--- config.mk ---
export PLATFORM = sky130hd
export DESIGN_NAME = cbt_top
export DESIGN_NICKNAME = d
export VERILOG_FILES = /design/src/verilog/cbt_sync2.v /design/src/verilog/cbt_tq_gen.v /design/src/verilog/cbt_top.v
export VERILOG_INCLUDE_DIRS = /design/src /design/src/verilog
export SDC_FILE = /design/constraint.sdc
export NUM_CORES = 1
export LEC_CHECK = 0
export ABC_CLOCK_PERIOD_IN_PS = 5900
export BUFFER_PORTS_ARGS = -buffer_cell sky130_fd_sc_hd__buf_2
export CAP_MARGIN = 10
export CORE_MARGIN = 2
export CORE_UTILIZATION = 50
export DETAILED_ROUTE_END_ITERATION = 8
export PLACE_DENSITY = 0.78
export SYNTH_ARGS = -nofsm -noshare
export SYNTH_HDL_FRONTEND = slang
export SYNTH_SLANG_ARGS = --single-unit
export TNS_END_PERCENT = 50
--- constraint.sdc ---
create_clock -name CORE_CLK_I -period 5.9 [get_ports CORE_CLK_I]
set_input_delay 0.295 -clock CORE_CLK_I [delete_from_list [all_inputs] [get_ports CORE_CLK_I]]
set_output_delay 0.295 -clock CORE_CLK_I [all_outputs]
set_load 0.1 [all_outputs]
--- src/verilog/cbt_defines.vh ---
`ifndef CBT_DEFINES_VH
`define CBT_DEFINES_VH

// Register byte offsets on the APB
`define CBT_ADDR_W 12
`define CBT_OFS_TIMING 12'h000
`define CBT_OFS_CONTROL 12'h004
`define CBT_OFS_STATUS 12'h008

// Timing register fields, all stored as functional value minus one
`define CBT_PRESC_MSB 4
`define CBT_PRESC_LSB 0
`define CBT_PRE_MSB 11
`define CBT_PRE_LSB 8
`define CBT_POST_MSB 14
`define CBT_POST_LSB 12
`define CBT_JUMP_MSB 17
`define CBT_JUMP_LSB 16
`define CBT_TIMING_MASK 32'h0003_7F1F
`define CBT_TIMING_RST 32'h0000_2300

// Control register fields
`define CBT_CTRL_RUN 0
`define CBT_CONTROL_RST 1'h0

// Status register fields
`define CBT_ST_RXBIT 0
`define CBT_ST_STATE_MSB 2
`define CBT_ST_STATE_LSB 1
`define CBT_ST_CNT_MSB 7
`define CBT_ST_CNT_LSB 3
`define CBT_ST_FRAME 8
`define CBT_ST_SYNCED 9
`define CBT_ST_RXLIVE 10

// Bus levels
`define CBT_RECESSIVE 1'h1
`define CBT_DOMINANT 1'h0

`endif

--- src/verilog/cbt_sync2.v ---
`default_nettype none
// Two-stage synchronizer for the bus receive pin
module cbt_sync2 (
	input wire clk_i,
	input wire rst_i,
	input wire ce_i,
	input wire d_i,
	output reg q_o
);
	reg meta_reg;

	// First stage feeds only the second stage
	always @(posedge clk_i) begin
		if (rst_i) begin
			meta_reg <= 1'h1;
			q_o <= 1'h1;
		end else if (ce_i) begin
			meta_reg <= d_i;
			q_o <= meta_reg;
		end
	end
endmodule // cbt_sync2
`default_nettype wire

--- src/verilog/cbt_tq_gen.v ---
`default_nettype none
// Time quantum strobe: one core cycle every div_i+1 cycles
module cbt_tq_gen #(
	parameter PW = 5
) (
	input wire clk_i,
	input wire rst_i,
	input wire ce_i,
	input wire run_i,
	input wire [PW-1:0] div_i,
	output reg tick_o
);
	reg [PW-1:0] cnt_reg;

	// Counter restarts while stopped so the first quantum is whole
	always @(posedge clk_i) begin
		if (rst_i) begin
			cnt_reg <= {PW{1'b0}};
			tick_o <= 1'h0;
		end else if (ce_i) begin
			if (!run_i) begin
				cnt_reg <= {PW{1'b0}};
				tick_o <= 1'h0;
			end else if (cnt_reg >= div_i) begin
				cnt_reg <= {PW{1'b0}};
				tick_o <= 1'h1;
			end else begin
				cnt_reg <= cnt_reg + {{(PW-1){1'b0}}, 1'b1};
				tick_o <= 1'h0;
			end
		end
	end
endmodule // cbt_tq_gen
`default_nettype wire

--- src/verilog/cbt_top.v ---
// Our own choices: register access over APB and the register addresses.
`include "cbt_defines.vh"
`default_nettype none
module cbt_top #(
	parameter PRESC_W = 5
) (
	input wire CORE_CLK_I,
	input wire RST_I,
	input wire CE_I,
	input wire PSEL_I,
	input wire PENABLE_I,
	input wire PWRITE_I,
	input wire [`CBT_ADDR_W-1:0] PADDR_I,
	input wire [31:0] PWDATA_I,
	output reg [31:0] PRDATA_O,
	output reg PREADY_O,
	output reg PSLVERR_O,
	input wire RX_I,
	input wire FRAME_IDLE_I,
	output reg SAMPLE_POINT_O,
	output reg RX_BIT_O,
	output reg HARD_SYNC_O,
	output reg RESYNC_O
);
	localparam ST_SYNC = 2'h0;
	localparam ST_SEG1 = 2'h1;
	localparam ST_SEG2 = 2'h2;

	// Configuration and control
	reg [31:0] timing_reg;
	reg run_reg;

	// Bit timing state and next values
	reg [1:0] state_reg;
	reg [1:0] state_next;
	reg [4:0] cnt_reg;
	reg [4:0] cnt_next;
	reg [2:0] ext_reg;
	reg [2:0] ext_next;
	reg [2:0] shrink_reg;
	reg [2:0] shrink_next;
	reg synced_reg;
	reg synced_next;

	// Edge reference and frame tracking
	reg prev_sample_reg;
	reg frame_active_reg;
	reg idle_d_reg;

	// Sample strobe, synchronized bus level and quantum tick
	reg sample_now;
	wire rx_s;
	wire tq_tick;

	// Decoded configuration, functional lengths in quanta
	wire [PRESC_W-1:0] presc = timing_reg[`CBT_PRESC_MSB:`CBT_PRESC_LSB];
	wire [4:0] seg1_len = {1'b0, timing_reg[`CBT_PRE_MSB:`CBT_PRE_LSB]} + 5'h01;
	wire [3:0] post_len = {1'b0, timing_reg[`CBT_POST_MSB:`CBT_POST_LSB]} + 4'h1;
	wire [2:0] jump_len = {1'b0, timing_reg[`CBT_JUMP_MSB:`CBT_JUMP_LSB]} + 3'h1;

	// Prescaler; one tick marks one quantum
	cbt_tq_gen #(
		.PW(PRESC_W)
	) u_tq_gen (
		.clk_i(CORE_CLK_I),
		.rst_i(RST_I),
		.ce_i(CE_I),
		.run_i(run_reg),
		.div_i(presc),
		.tick_o(tq_tick)
	);

	// Bus pin comes from another domain
	cbt_sync2 u_rx_sync (
		.clk_i(CORE_CLK_I),
		.rst_i(RST_I),
		.ce_i(CE_I),
		.d_i(RX_I),
		.q_o(rx_s)
	);

	// Edge qualification, only falling edges after a recessive sample
	wire edge_ok = tq_tick && run_reg && !synced_reg && (prev_sample_reg == `CBT_RECESSIVE) &&
		(rx_s == `CBT_DOMINANT);
	wire hard = edge_ok && FRAME_IDLE_I && !frame_active_reg;
	wire resync = edge_ok && !hard;

	// Phase errors of a late and an early edge
	wire [4:0] late_err = cnt_reg + 5'h01;
	wire [4:0] early_err = {1'b0, post_len} - cnt_reg;
	wire [2:0] late_fix = (late_err < {2'h0, jump_len}) ? late_err[2:0] : jump_len;
	wire early_full = (early_err <= {2'h0, jump_len});

	// Adjustment that counts for this quantum; only the current bit keeps it
	wire [2:0] ext_use = resync ? late_fix : ext_reg;
	wire [2:0] shrink_use = resync ? jump_len : shrink_reg;
	// Last index of the pre-sample total and end test of the post buffer
	wire [4:0] seg1_end = seg1_len + {2'h0, ext_use} - 5'h01;
	wire [4:0] seg2_end = cnt_reg + 5'h01 + {2'h0, shrink_use};

	// Bit timing state machine, stepped once per quantum
	always @* begin
		state_next = state_reg;
		cnt_next = cnt_reg;
		ext_next = ext_reg;
		shrink_next = shrink_reg;
		synced_next = synced_reg;
		sample_now = 1'b0;
		if (!run_reg) begin
			state_next = ST_SYNC;
			cnt_next = 5'h00;
			ext_next = 3'h0;
			shrink_next = 3'h0;
			synced_next = 1'b0;
		end else if (tq_tick) begin
			if (edge_ok) begin
				synced_next = 1'b1;
			end
			case (state_reg)
				ST_SYNC: begin
					// Edge here has zero error; bit proceeds unchanged
					state_next = ST_SEG1;
					cnt_next = 5'h00;
					ext_next = 3'h0;
				end
				ST_SEG1: begin
					if (hard) begin
						// Edge quantum becomes the sync slot
						cnt_next = 5'h00;
						ext_next = 3'h0;
					end else begin
						// A late edge stretches the pre-sample total
						ext_next = ext_use;
						if (cnt_reg >= seg1_end) begin
							// Sample point between the two buffers
							sample_now = 1'b1;
							synced_next = 1'b0;
							state_next = ST_SEG2;
							cnt_next = 5'h00;
							shrink_next = 3'h0;
						end else begin
							cnt_next = cnt_reg + 5'h01;
						end
					end
				end
				ST_SEG2: begin
					if (hard) begin
						// Restart regardless of the phase error
						state_next = ST_SEG1;
						cnt_next = 5'h00;
						ext_next = 3'h0;
					end else if (resync && early_full) begin
						// Edge quantum becomes the edge slot of the new bit
						state_next = ST_SEG1;
						cnt_next = 5'h00;
						ext_next = 3'h0;
					end else begin
						// A partly compensated early edge keeps the sync slot
						shrink_next = shrink_use;
						if (seg2_end >= {1'b0, post_len}) begin
							// Nominal lengths return for the next bit
							state_next = ST_SYNC;
							cnt_next = 5'h00;
							ext_next = 3'h0;
							shrink_next = 3'h0;
						end else begin
							cnt_next = cnt_reg + 5'h01;
						end
					end
				end
				default: begin
					state_next = ST_SYNC;
					cnt_next = 5'h00;
				end
			endcase
		end
	end

	// Timing state and bit hand-over
	always @(posedge CORE_CLK_I) begin
		if (RST_I) begin
			state_reg <= ST_SYNC;
			cnt_reg <= 5'h00;
			ext_reg <= 3'h0;
			shrink_reg <= 3'h0;
			synced_reg <= 1'b0;
			prev_sample_reg <= `CBT_RECESSIVE;
			SAMPLE_POINT_O <= 1'b0;
			RX_BIT_O <= `CBT_RECESSIVE;
			HARD_SYNC_O <= 1'b0;
			RESYNC_O <= 1'b0;
		end else if (CE_I) begin
			state_reg <= state_next;
			cnt_reg <= cnt_next;
			ext_reg <= ext_next;
			shrink_reg <= shrink_next;
			synced_reg <= synced_next;
			SAMPLE_POINT_O <= sample_now;
			// Sync pulses tell which kind of edge was taken
			HARD_SYNC_O <= hard && run_reg;
			RESYNC_O <= resync && run_reg;
			if (!run_reg) begin
				prev_sample_reg <= `CBT_RECESSIVE;
			end else if (sample_now) begin
				prev_sample_reg <= rx_s;
				RX_BIT_O <= rx_s;
			end
		end
	end

	// Frame tracking; hard sync sets it, return to idle clears it, set wins
	always @(posedge CORE_CLK_I) begin
		if (RST_I) begin
			frame_active_reg <= 1'b0;
			idle_d_reg <= 1'b1; // Idle level, so no false rising edge
		end else if (CE_I) begin
			idle_d_reg <= FRAME_IDLE_I;
			if (hard) begin
				frame_active_reg <= 1'b1;
			end else if (!run_reg || (FRAME_IDLE_I && !idle_d_reg)) begin
				frame_active_reg <= 1'b0;
			end
		end
	end

	// APB slave with one wait state; registered answer keeps outputs flopped
	wire apb_acc = PSEL_I && PENABLE_I && !PREADY_O;
	wire [31:0] status_word = {
		21'h0, // Unused upper bits
		rx_s, // Live level, before any sample point
		synced_reg,
		frame_active_reg,
		cnt_reg,
		state_reg,
		RX_BIT_O
	};

	always @(posedge CORE_CLK_I) begin
		if (RST_I) begin
			timing_reg <= `CBT_TIMING_RST;
			run_reg <= `CBT_CONTROL_RST;
			PRDATA_O <= 32'h0000_0000;
			PREADY_O <= 1'b0;
			PSLVERR_O <= 1'b0;
		end else if (CE_I) begin
			PREADY_O <= apb_acc;
			PSLVERR_O <= 1'b0;
			if (apb_acc) begin
				PRDATA_O <= 32'h0000_0000;
				case (PADDR_I)
					`CBT_OFS_TIMING: begin
						// Limits of the programmed values are left to software
						if (PWRITE_I) begin
							timing_reg <= PWDATA_I & `CBT_TIMING_MASK;
						end else begin
							PRDATA_O <= timing_reg;
						end
					end
					`CBT_OFS_CONTROL: begin
						// Clearing run stops the prescaler and the bit timing
						if (PWRITE_I) begin
							run_reg <= PWDATA_I[`CBT_CTRL_RUN];
						end else begin
							PRDATA_O <= {31'h0, run_reg};
						end
					end
					`CBT_OFS_STATUS: begin
						// Writes to status are ignored
						if (!PWRITE_I) begin
							PRDATA_O <= status_word;
						end
					end
					default: begin
						// Unmapped offset answers with an error, no state change
						PSLVERR_O <= 1'b1;
					end
				endcase
			end
		end
	end
endmodule // cbt_top
`default_nettype wire

==> results of run 1 <==
routing by layer:
metal / GRT usage / vias up / wire length [um]
met5: 0 / - / 0
met3: 0.0493 / 14 / 501
met1: 0.292 / 1623 / 4090
met2: 0.387 / 103 / 4510
li1: - / 1664 / -
met4: 0.0572 / 0 / 86
cell usage after synthesis, types with 7 or more instances:
cell        n
dfxtp_1    63
nor2_1     46
nand2_1    42
ha_1       38
inv_1      35
a21oi_1    29
mux2i_1    27
nand3_1    17
buf_4      15
nand2b_1   14
o21ai_0    14
clkbuf_1   13
nor2b_1    10
a22oi_1     9
a2bb2oi_1   8
a21o_1      7
cell families (layout without fill, tap and decap cells):
kind of cell | count (synthesis) | in the layout | synth area share
xor+xnor | 10 | 10 | 0.0226
mux | 31 | 31 | 0.0815
flops | 63 | 63 | 0.326
other cells | 1 | 15 | 0.000970
buf+inv | 68 | 111 | 0.0831
compound gates | 94 | 94 | 0.166
simple gates | 150 | 150 | 0.181
fa+ha+maj | 41 | 41 | 0.138
how the worst max path moves through the flow:
stage	endpoint	slack (ns)	cells past startpoint	startpoint
after floorplan	shrink_reg[0]	1.61	20	cnt_reg[0]
after global placement	RX_BIT_O	1.19	19	cnt_reg[0]
after detailed placement	RX_BIT_O	1.06	19	cnt_reg[0]
after CTS	RX_BIT_O	1.03	19	cnt_reg[0]
after global routing	RX_BIT_O	0.58	19	cnt_reg[0]
final	RX_BIT_O	0.96	19	cnt_reg[0]
power by group through the flow:
| stage | logic [W] | clock network (W) | registers, W |
|---|---|---|---|
| after floorplan | 0.0000696 | 0 | 0.000441 |
| after global placement | 0.0000820 | 0 | 0.000438 |
| after detailed placement | 0.0000828 | 0 | 0.000438 |
| after CTS | 0.0000829 | 0.000436 | 0.000428 |
| after global routing | 0.0000875 | 0.000452 | 0.000428 |
| final | 0.0000832 | 0.000436 | 0.000428 |
area by class of cell:
cell class | count | area (um2)
Tap cell | 102 | 128
Clock inverter | 6 | 92.6
Timing Repair Buffer | 59 | 303
Inverter | 36 | 135
Clock buffer | 10 | 138
Multi-Input combinational cell | 341 | 2340
Sequential cell | 63 | 1260
Fill cell | 700 | 3210
per-stage QoR:
step / total power [W] / utilization / hold WS, ns / setup slack [ns] / instance area (um2)
2_1_floorplan: 0.000511 / - / 0.416 / 1.61 / 3920
3_3_place_gp: 0.000520 / 0.547 / 0.438 / 1.19 / 4160
3_5_place_dp: 0.000521 / 0.547 / 0.443 / 1.06 / 4160
4_1_cts: 0.000947 / 0.578 / 0.149 / 1.03 / 4390
5_1_grt: 0.000968 / 0.578 / 0.149 / 0.579 / 4390
6_report: 0.000947 / 0.578 / 0.144 / 0.962 / 4390
placed cells by master (no fill, tap or decap), drive strengths merged, types with 3 or more instances in the layout:
cell and instances:
nand2b 14, a21oi 31, nor2 47, o21ai 16
fa 3, xnor2 5, buf 59, nand3 17
a22oi 9, a2bb2oi 8, xor2 5, a311oi 3
clkbuf 10, inv 36, mux2 4, nor2b 10
nand2 42, conb 15, mux2i 27, dfxtp 63
or3 5, nor3 4, ha 38, a21o 7
==> out/results.tsv, run 1 <==
stage	metric	value	unit
run_status	status	complete, no violations	
floorplan	Die Wd	92.0	um
run	Max Cap Viol	0	
worst_setup_path	CP Class	register to register	
sta	Fin Clk Skew	0.0183	ns
worst_setup_path	Critical Path Slowest Stage Cell	dfxtp_1	
synthesis	Post-Syn Instances	458	
floorplan	Boundary Pins	90	
worst_setup_path	FF-to-FF End	RX_BIT_O	
sta	RSZ-0062 raised after global routing	no	
sta	Hold Fails Final Rpt	0	
pwr	NetSw	0.000253	W
synthesis	ys async rst share	0	
place	Placed Cells	601	
synthesis	Synth area leaders	dfxtp_1 (33%), ha_1 (12%), mux2i_1 (7.0%), nor2_1 (4.5%), nand2_1 (4.1%)	
floorplan	Die Area	0.00845	mm2
pwr	Pint	0.000694	W
final_layout	P&R area growth vs syn	13.6	%
final_layout	fin nets	603	
routing	vias per cell	5.52	
worst_setup_path	WP data required	6.16	ns
worst_setup_path	Critical Path AT	5.20	ns
clocking	root buf cell	clkbuf_8	
clocking	CTS tree	built	
worst_setup_path	cell mode on critical path	ha_1	
worst_setup_path	Cell Chain, Critical Path	ha_1 -> nor2_1 -> or2_2 -> ha_1 -> inv_1 -> o2111ai_1 -> mux2i_1 -> mux2_2 -> ha_1 -> fa_1 -> xnor2_1 -> ha_1 -> a21oi_1 -> o21ai_0 -> a31oi_1 -> nor2_1 -> nand4_1 -> nor2_1 -> a211o_1	
worst_hold_path	Hold Path Class	primary input to register	
pwr	sw frac	0.268	
final_layout	layout cell share with drive strength beyond 1	0.173	
place	post-DP HPWL	6.83	mm
clocking	Worst-Skew Late Latency	0.36	ns
place	GP Congestion	0.818	
worst_setup_path	Worst R2R Start	cnt_reg[0]	
clocking	clk sink count	63	
floorplan	core area	0.00761	mm2
clocking	Clk pin slew, worst setup/hold paths	0.08	ns
worst_setup_path	CP delay by family, top	adder cells	
pwr	Reg power frac	0.452	
sta	actual slew at the worst max-slew pin	1.12	ns
sta	final worst path period share	0.837	
pwr	Max VDD drop	0.163	mV
clocking	htree depth	3	
synthesis	top-area cell type share of the netlist area	0.326	
grt	initial antenna violation count	0	
routing	DRC	0	
synthesis	Yosys top cell by area	dfxtp_1	
synthesis	synth warn	0	
synthesis	Distinct cells, synth	54	
final_layout	Non-Filler Instances	617	
grt	largest net degree at the start of global routing	58	
sta	TNS Setup	0	ns
synthesis	Mean Syn Cell Area	8.44	um2
sta	fmax	0.203	GHz
routing	drt first pass iters	5	
final_layout	Largest register FFs	17	
worst_setup_path	FF-to-FF path depth	19	
worst_hold_path	hold depth	2	
pwr	combinational power share	0.088	
pwr	clock network fraction of design power	0.460	
synthesis	Synth Flop Type	dfxtp_1	
floorplan	die height	92.0	um
sta	Worst slew margin	0.249	
clocking	Max clock buf depth	2	
worst_setup_path	setup slack, reg-to-reg	0.96	ns
worst_setup_path	Worst path max stage delay	0.59	ns
final_layout	diode count	0	
clocking	post_cts resized	0	
worst_setup_path	CP endpoint kind	register	
grt	total global routing overflow	0	
routing	Antenna Violating Nets Remaining	0	
synthesis	Cell Area, Synth	0.00387	mm2
sta	# setup viols final	0	
floorplan	# rows	32	
worst_setup_path	CP Launch Type	register	
clocking	CTS Buf Count	9	
sta	fin crit period	4.94	ns
clocking	post-CTS setup buffers	0	
worst_setup_path	Buf/Inv on CP	1	
synthesis	register area share after synthesis	0.326	
grt	first-pass GRT wire length	15.3	mm
routing	initial drt markers	147	
grt	vias in the first global route	3286	
pwr	P_leak	1.91	nW
worst_hold_path	hold_sp	RX_I	
clocking	Post-CTS Hold Fix Bufs	0	
worst_setup_path	crit-path max FO	9	
floorplan	Initial Util	0.508	
synthesis	number of enable flip-flop cells after synthesis	0	
pwr	pwr dens	216	mW/mm2
routing	Final Routed Wirelength	9.19	mm
worst_hold_path	hold path endpoint	u_rx_sync.meta_reg	
place	PortBufs	56	
grt	Total GRT Usage	0.227	
routing	routed via count	3404	
synthesis	Synth Register Bits	63	
routing	WL per Instance	14.9	um
sta	Slew Limit Fails	0	
No activity file was read; power rests on OpenSTA's default activity.
==> run 2, diff against run 1 <==
Settings changed: ABC_CLOCK_PERIOD_IN_PS 5900 to 4700.
Clock period 5.9 ns to 4.7 ns, I/O delays scaled along.
==> run 2 against run 1 <==
  * Clock power rose by 19%
  * Combinational power rose by 26%
  * Non-clock buffer count rose by 6
  * Register-to-register slack got worse by 0.71 ns
  * Routed wire length fell by 0.88%
  * Utilization rose by 0.54 points
  * Hold slack got worse by 0.051 ns
  * Total power rose by 23%
  * Critical path type unchanged
==> out/results.tsv, run 2 (synthesis results as in run 1) <==
stage	metric	value	unit	change
grt	initial antenna violation count	0		unchanged
grt	total global routing overflow	0		unchanged
sta	Worst slew margin	0.392		+0.143
worst_setup_path	Critical Path Slowest Stage Cell	or3_1		
floorplan	Initial Util	0.508		unchanged
sta	# setup viols final	0		unchanged
sta	Hold Fails Final Rpt	0		unchanged
worst_setup_path	setup slack, reg-to-reg	0.26	ns	-0.71 ns
clocking	post-CTS setup buffers	0		unchanged
grt	first-pass GRT wire length	14.7	mm	-3.9%
worst_setup_path	FF-to-FF End	shrink_reg[2]		
clocking	Worst-Skew Late Latency	0.35	ns	about the same
worst_setup_path	CP Launch Type	register		
place	GP Congestion	0.848		+3.8%
routing	routed via count	3367		-1.1%
worst_setup_path	Critical Path AT	4.67	ns	-0.53 ns
routing	Antenna Violating Nets Remaining	0		unchanged
sta	actual slew at the worst max-slew pin	0.912	ns	-0.206 ns
floorplan	Die Wd	92.0	um	unchanged
final_layout	commonest non-fill, non-tap cell in the layout	dfxtp_1		
floorplan	die height	92.0	um	unchanged
sta	RSZ-0062 raised after global routing	no		
floorplan	# rows	32		unchanged
routing	WL per Instance	14.6	um	-1.8%
place	area of placed instances	0.00421	mm2	+1.1%
pwr	clock network fraction of design power	0.447		-0.013
clocking	root buf cell	clkbuf_8		
run	Max Cap Viol	0		unchanged
pwr	Reg power frac	0.463		+0.011
clocking	Clk pin slew, worst setup/hold paths	0.08	ns	about the same
floorplan	Die Area	0.00845	mm2	unchanged
pwr	sw frac	0.264		-0.00401
worst_setup_path	Cell Chain, Critical Path	ha_1 -> nor2b_1 -> or2_2 -> ha_1 -> inv_1 -> o2111ai_1 -> mux2i_1 -> mux2_2 -> ha_1 -> fa_1 -> xnor2_1 -> ha_1 -> nand2_1 -> o21ai_0 -> a31oi_2 -> a21oi_1 -> nor2_1 -> or3_1 -> mux2i_1		
routing	drt first pass iters	5		unchanged
routing	Met2 Wirelength	4.29	mm	-4.9%
worst_setup_path	crit-path max FO	5		-4
sta	fin crit period	4.44	ns	-0.495 ns
sta	TNS Setup	0	ns	unchanged
worst_setup_path	Worst path max stage delay	0.44	ns	-0.15 ns
sta	worst hold margin	0.0930	ns	-0.0506 ns
floorplan	core area	0.00761	mm2	unchanged
final_layout	Largest register FFs	17		unchanged
routing	initial drt markers	189		+29%
sta	Slew Limit Fails	0		unchanged
worst_hold_path	hold_sp	RX_I		
routing	top routing layer in use	met4		
final_layout	P&R area growth vs syn	14.7	%	
worst_setup_path	cell mode on critical path	ha_1		
worst_setup_path	FF-to-FF path depth	19		unchanged
grt	largest net degree at the start of global routing	58		unchanged
worst_setup_path	Buf/Inv on CP	1		unchanged
place	PortBufs	56		unchanged
grt	vias in the first global route	3072		-6.5%
final_layout	diode count	0		unchanged
clocking	CTS tree	built		
pwr	NetSw	0.000306	W	+21%
place	post-DP HPWL	6.77	mm	-0.87%
clocking	Post-CTS Hold Fix Bufs	0		unchanged
final_layout	most frequent cells in the layout	dfxtp_1 (63), buf_2 (56), nor2_1 (46)		
routing	Final Routed Wirelength	9.11	mm	-0.88%
clocking	htree depth	3		unchanged
sta	final worst path period share	0.945		+0.108
routing	Routed met3 length	602	um	+20%
pwr	pwr dens	262	mW/mm2	+21%
pwr	combinational power share	0.090		+0.002
routing	wire length on met1	4.09	mm	+0.12%
clocking	clk sink count	63		unchanged
clocking	Max clock buf depth	2		unchanged
sta	fmax	0.225	GHz	+11%
sta	Fin Clk Skew	0.00837	ns	-0.00988 ns
run_status	status	complete, no violations		
final_layout	fin nets	609		+1.0%
worst_setup_path	CP delay by family, top	adder cells		
worst_setup_path	Worst R2R Start	cnt_reg[0]		
final_layout	Post-Layout Inst Area	0.00444	mm2	+0.94%
pwr	Max VDD drop	0.161	mV	-1.2%
routing	DRC	0		unchanged
clocking	post_cts resized	0		unchanged
floorplan	Boundary Pins	90		unchanged
final_layout	layout cell share with drive strength beyond 1	0.184		+0.0114
pwr	P_leak	1.93	nW	+1.3%
worst_setup_path	CP Class	register to register		
worst_setup_path	WP data required	4.93	ns	-1.23 ns
worst_setup_path	CP endpoint kind	register		
worst_hold_path	hold depth	2		unchanged
worst_hold_path	Hold Path Class	primary input to register		
worst_hold_path	hold path endpoint	u_rx_sync.meta_reg		
routing	vias per cell	5.40		-2.0%
grt	Total GRT Usage	0.217		-0.00953
clocking	CTS Buf Count	9		unchanged
pwr	Pint	0.000855	W	+23%
-- run 2: cell types whose count changed in the layout (fill, tap and decap cells not counted), sizes merged --
cell and change:
buf +6, clkbuf -1, clkinvlp +1
-- run 2: worst max-delay path by stage --
stage                     to       start  cells after the start  slack [ns]
4_1_cts        shrink_reg[2]  cnt_reg[0]                     19        0.28
2_1_floorplan  shrink_reg[0]  cnt_reg[0]                     20        0.41
3_3_place_gp        RX_BIT_O  cnt_reg[0]                     19        0.35
3_5_place_dp   shrink_reg[2]  cnt_reg[0]                     19        0.28
5_1_grt        shrink_reg[2]  cnt_reg[0]                     19        0.03
6_report       shrink_reg[2]  cnt_reg[0]                     19        0.26
-- run 2: stage by stage --
step	util	std cells	setup WS, ns	total power [W]
2_1_floorplan	-	472	0.414	0.000642
3_3_place_gp	0.553	607	0.350	0.000653
3_5_place_dp	0.553	607	0.280	0.000654
4_1_cts	0.582	623	0.282	0.00117
5_1_grt	0.583	623	0.0307	0.00120
6_report	0.583	623	0.257	0.00116
-- run 2: layout make-up --
| type | instances | area (um2) |
|---|---|---|
| inverters | 36 | 135 |
| repair buffers | 65 | 348 |
| clock buffers | 9 | 124 |
| flip-flops and latches | 63 | 1260 |
| well taps | 102 | 128 |
| clock inverters | 7 | 96.3 |
| fillers | 692 | 3170 |
| multi-input cells | 341 | 2340 |
-- run 2: power groups by stage --
stage / Sequential, W / Clock, W / Combinational (W)
after floorplan: 0.000554 / 0 / 0.0000874
after global placement: 0.000550 / 0 / 0.000103
after detailed placement: 0.000550 / 0 / 0.000104
after CTS: 0.000537 / 0.000527 / 0.000104
after global routing: 0.000537 / 0.000548 / 0.000110
final: 0.000537 / 0.000518 / 0.000105
-- run 2: layer usage --
metal  up-vias  track usage
li1       1681            -
met1      1567        0.293
met2       107        0.344
met3        12       0.0583
met4         0       0.0597
met5         -            0
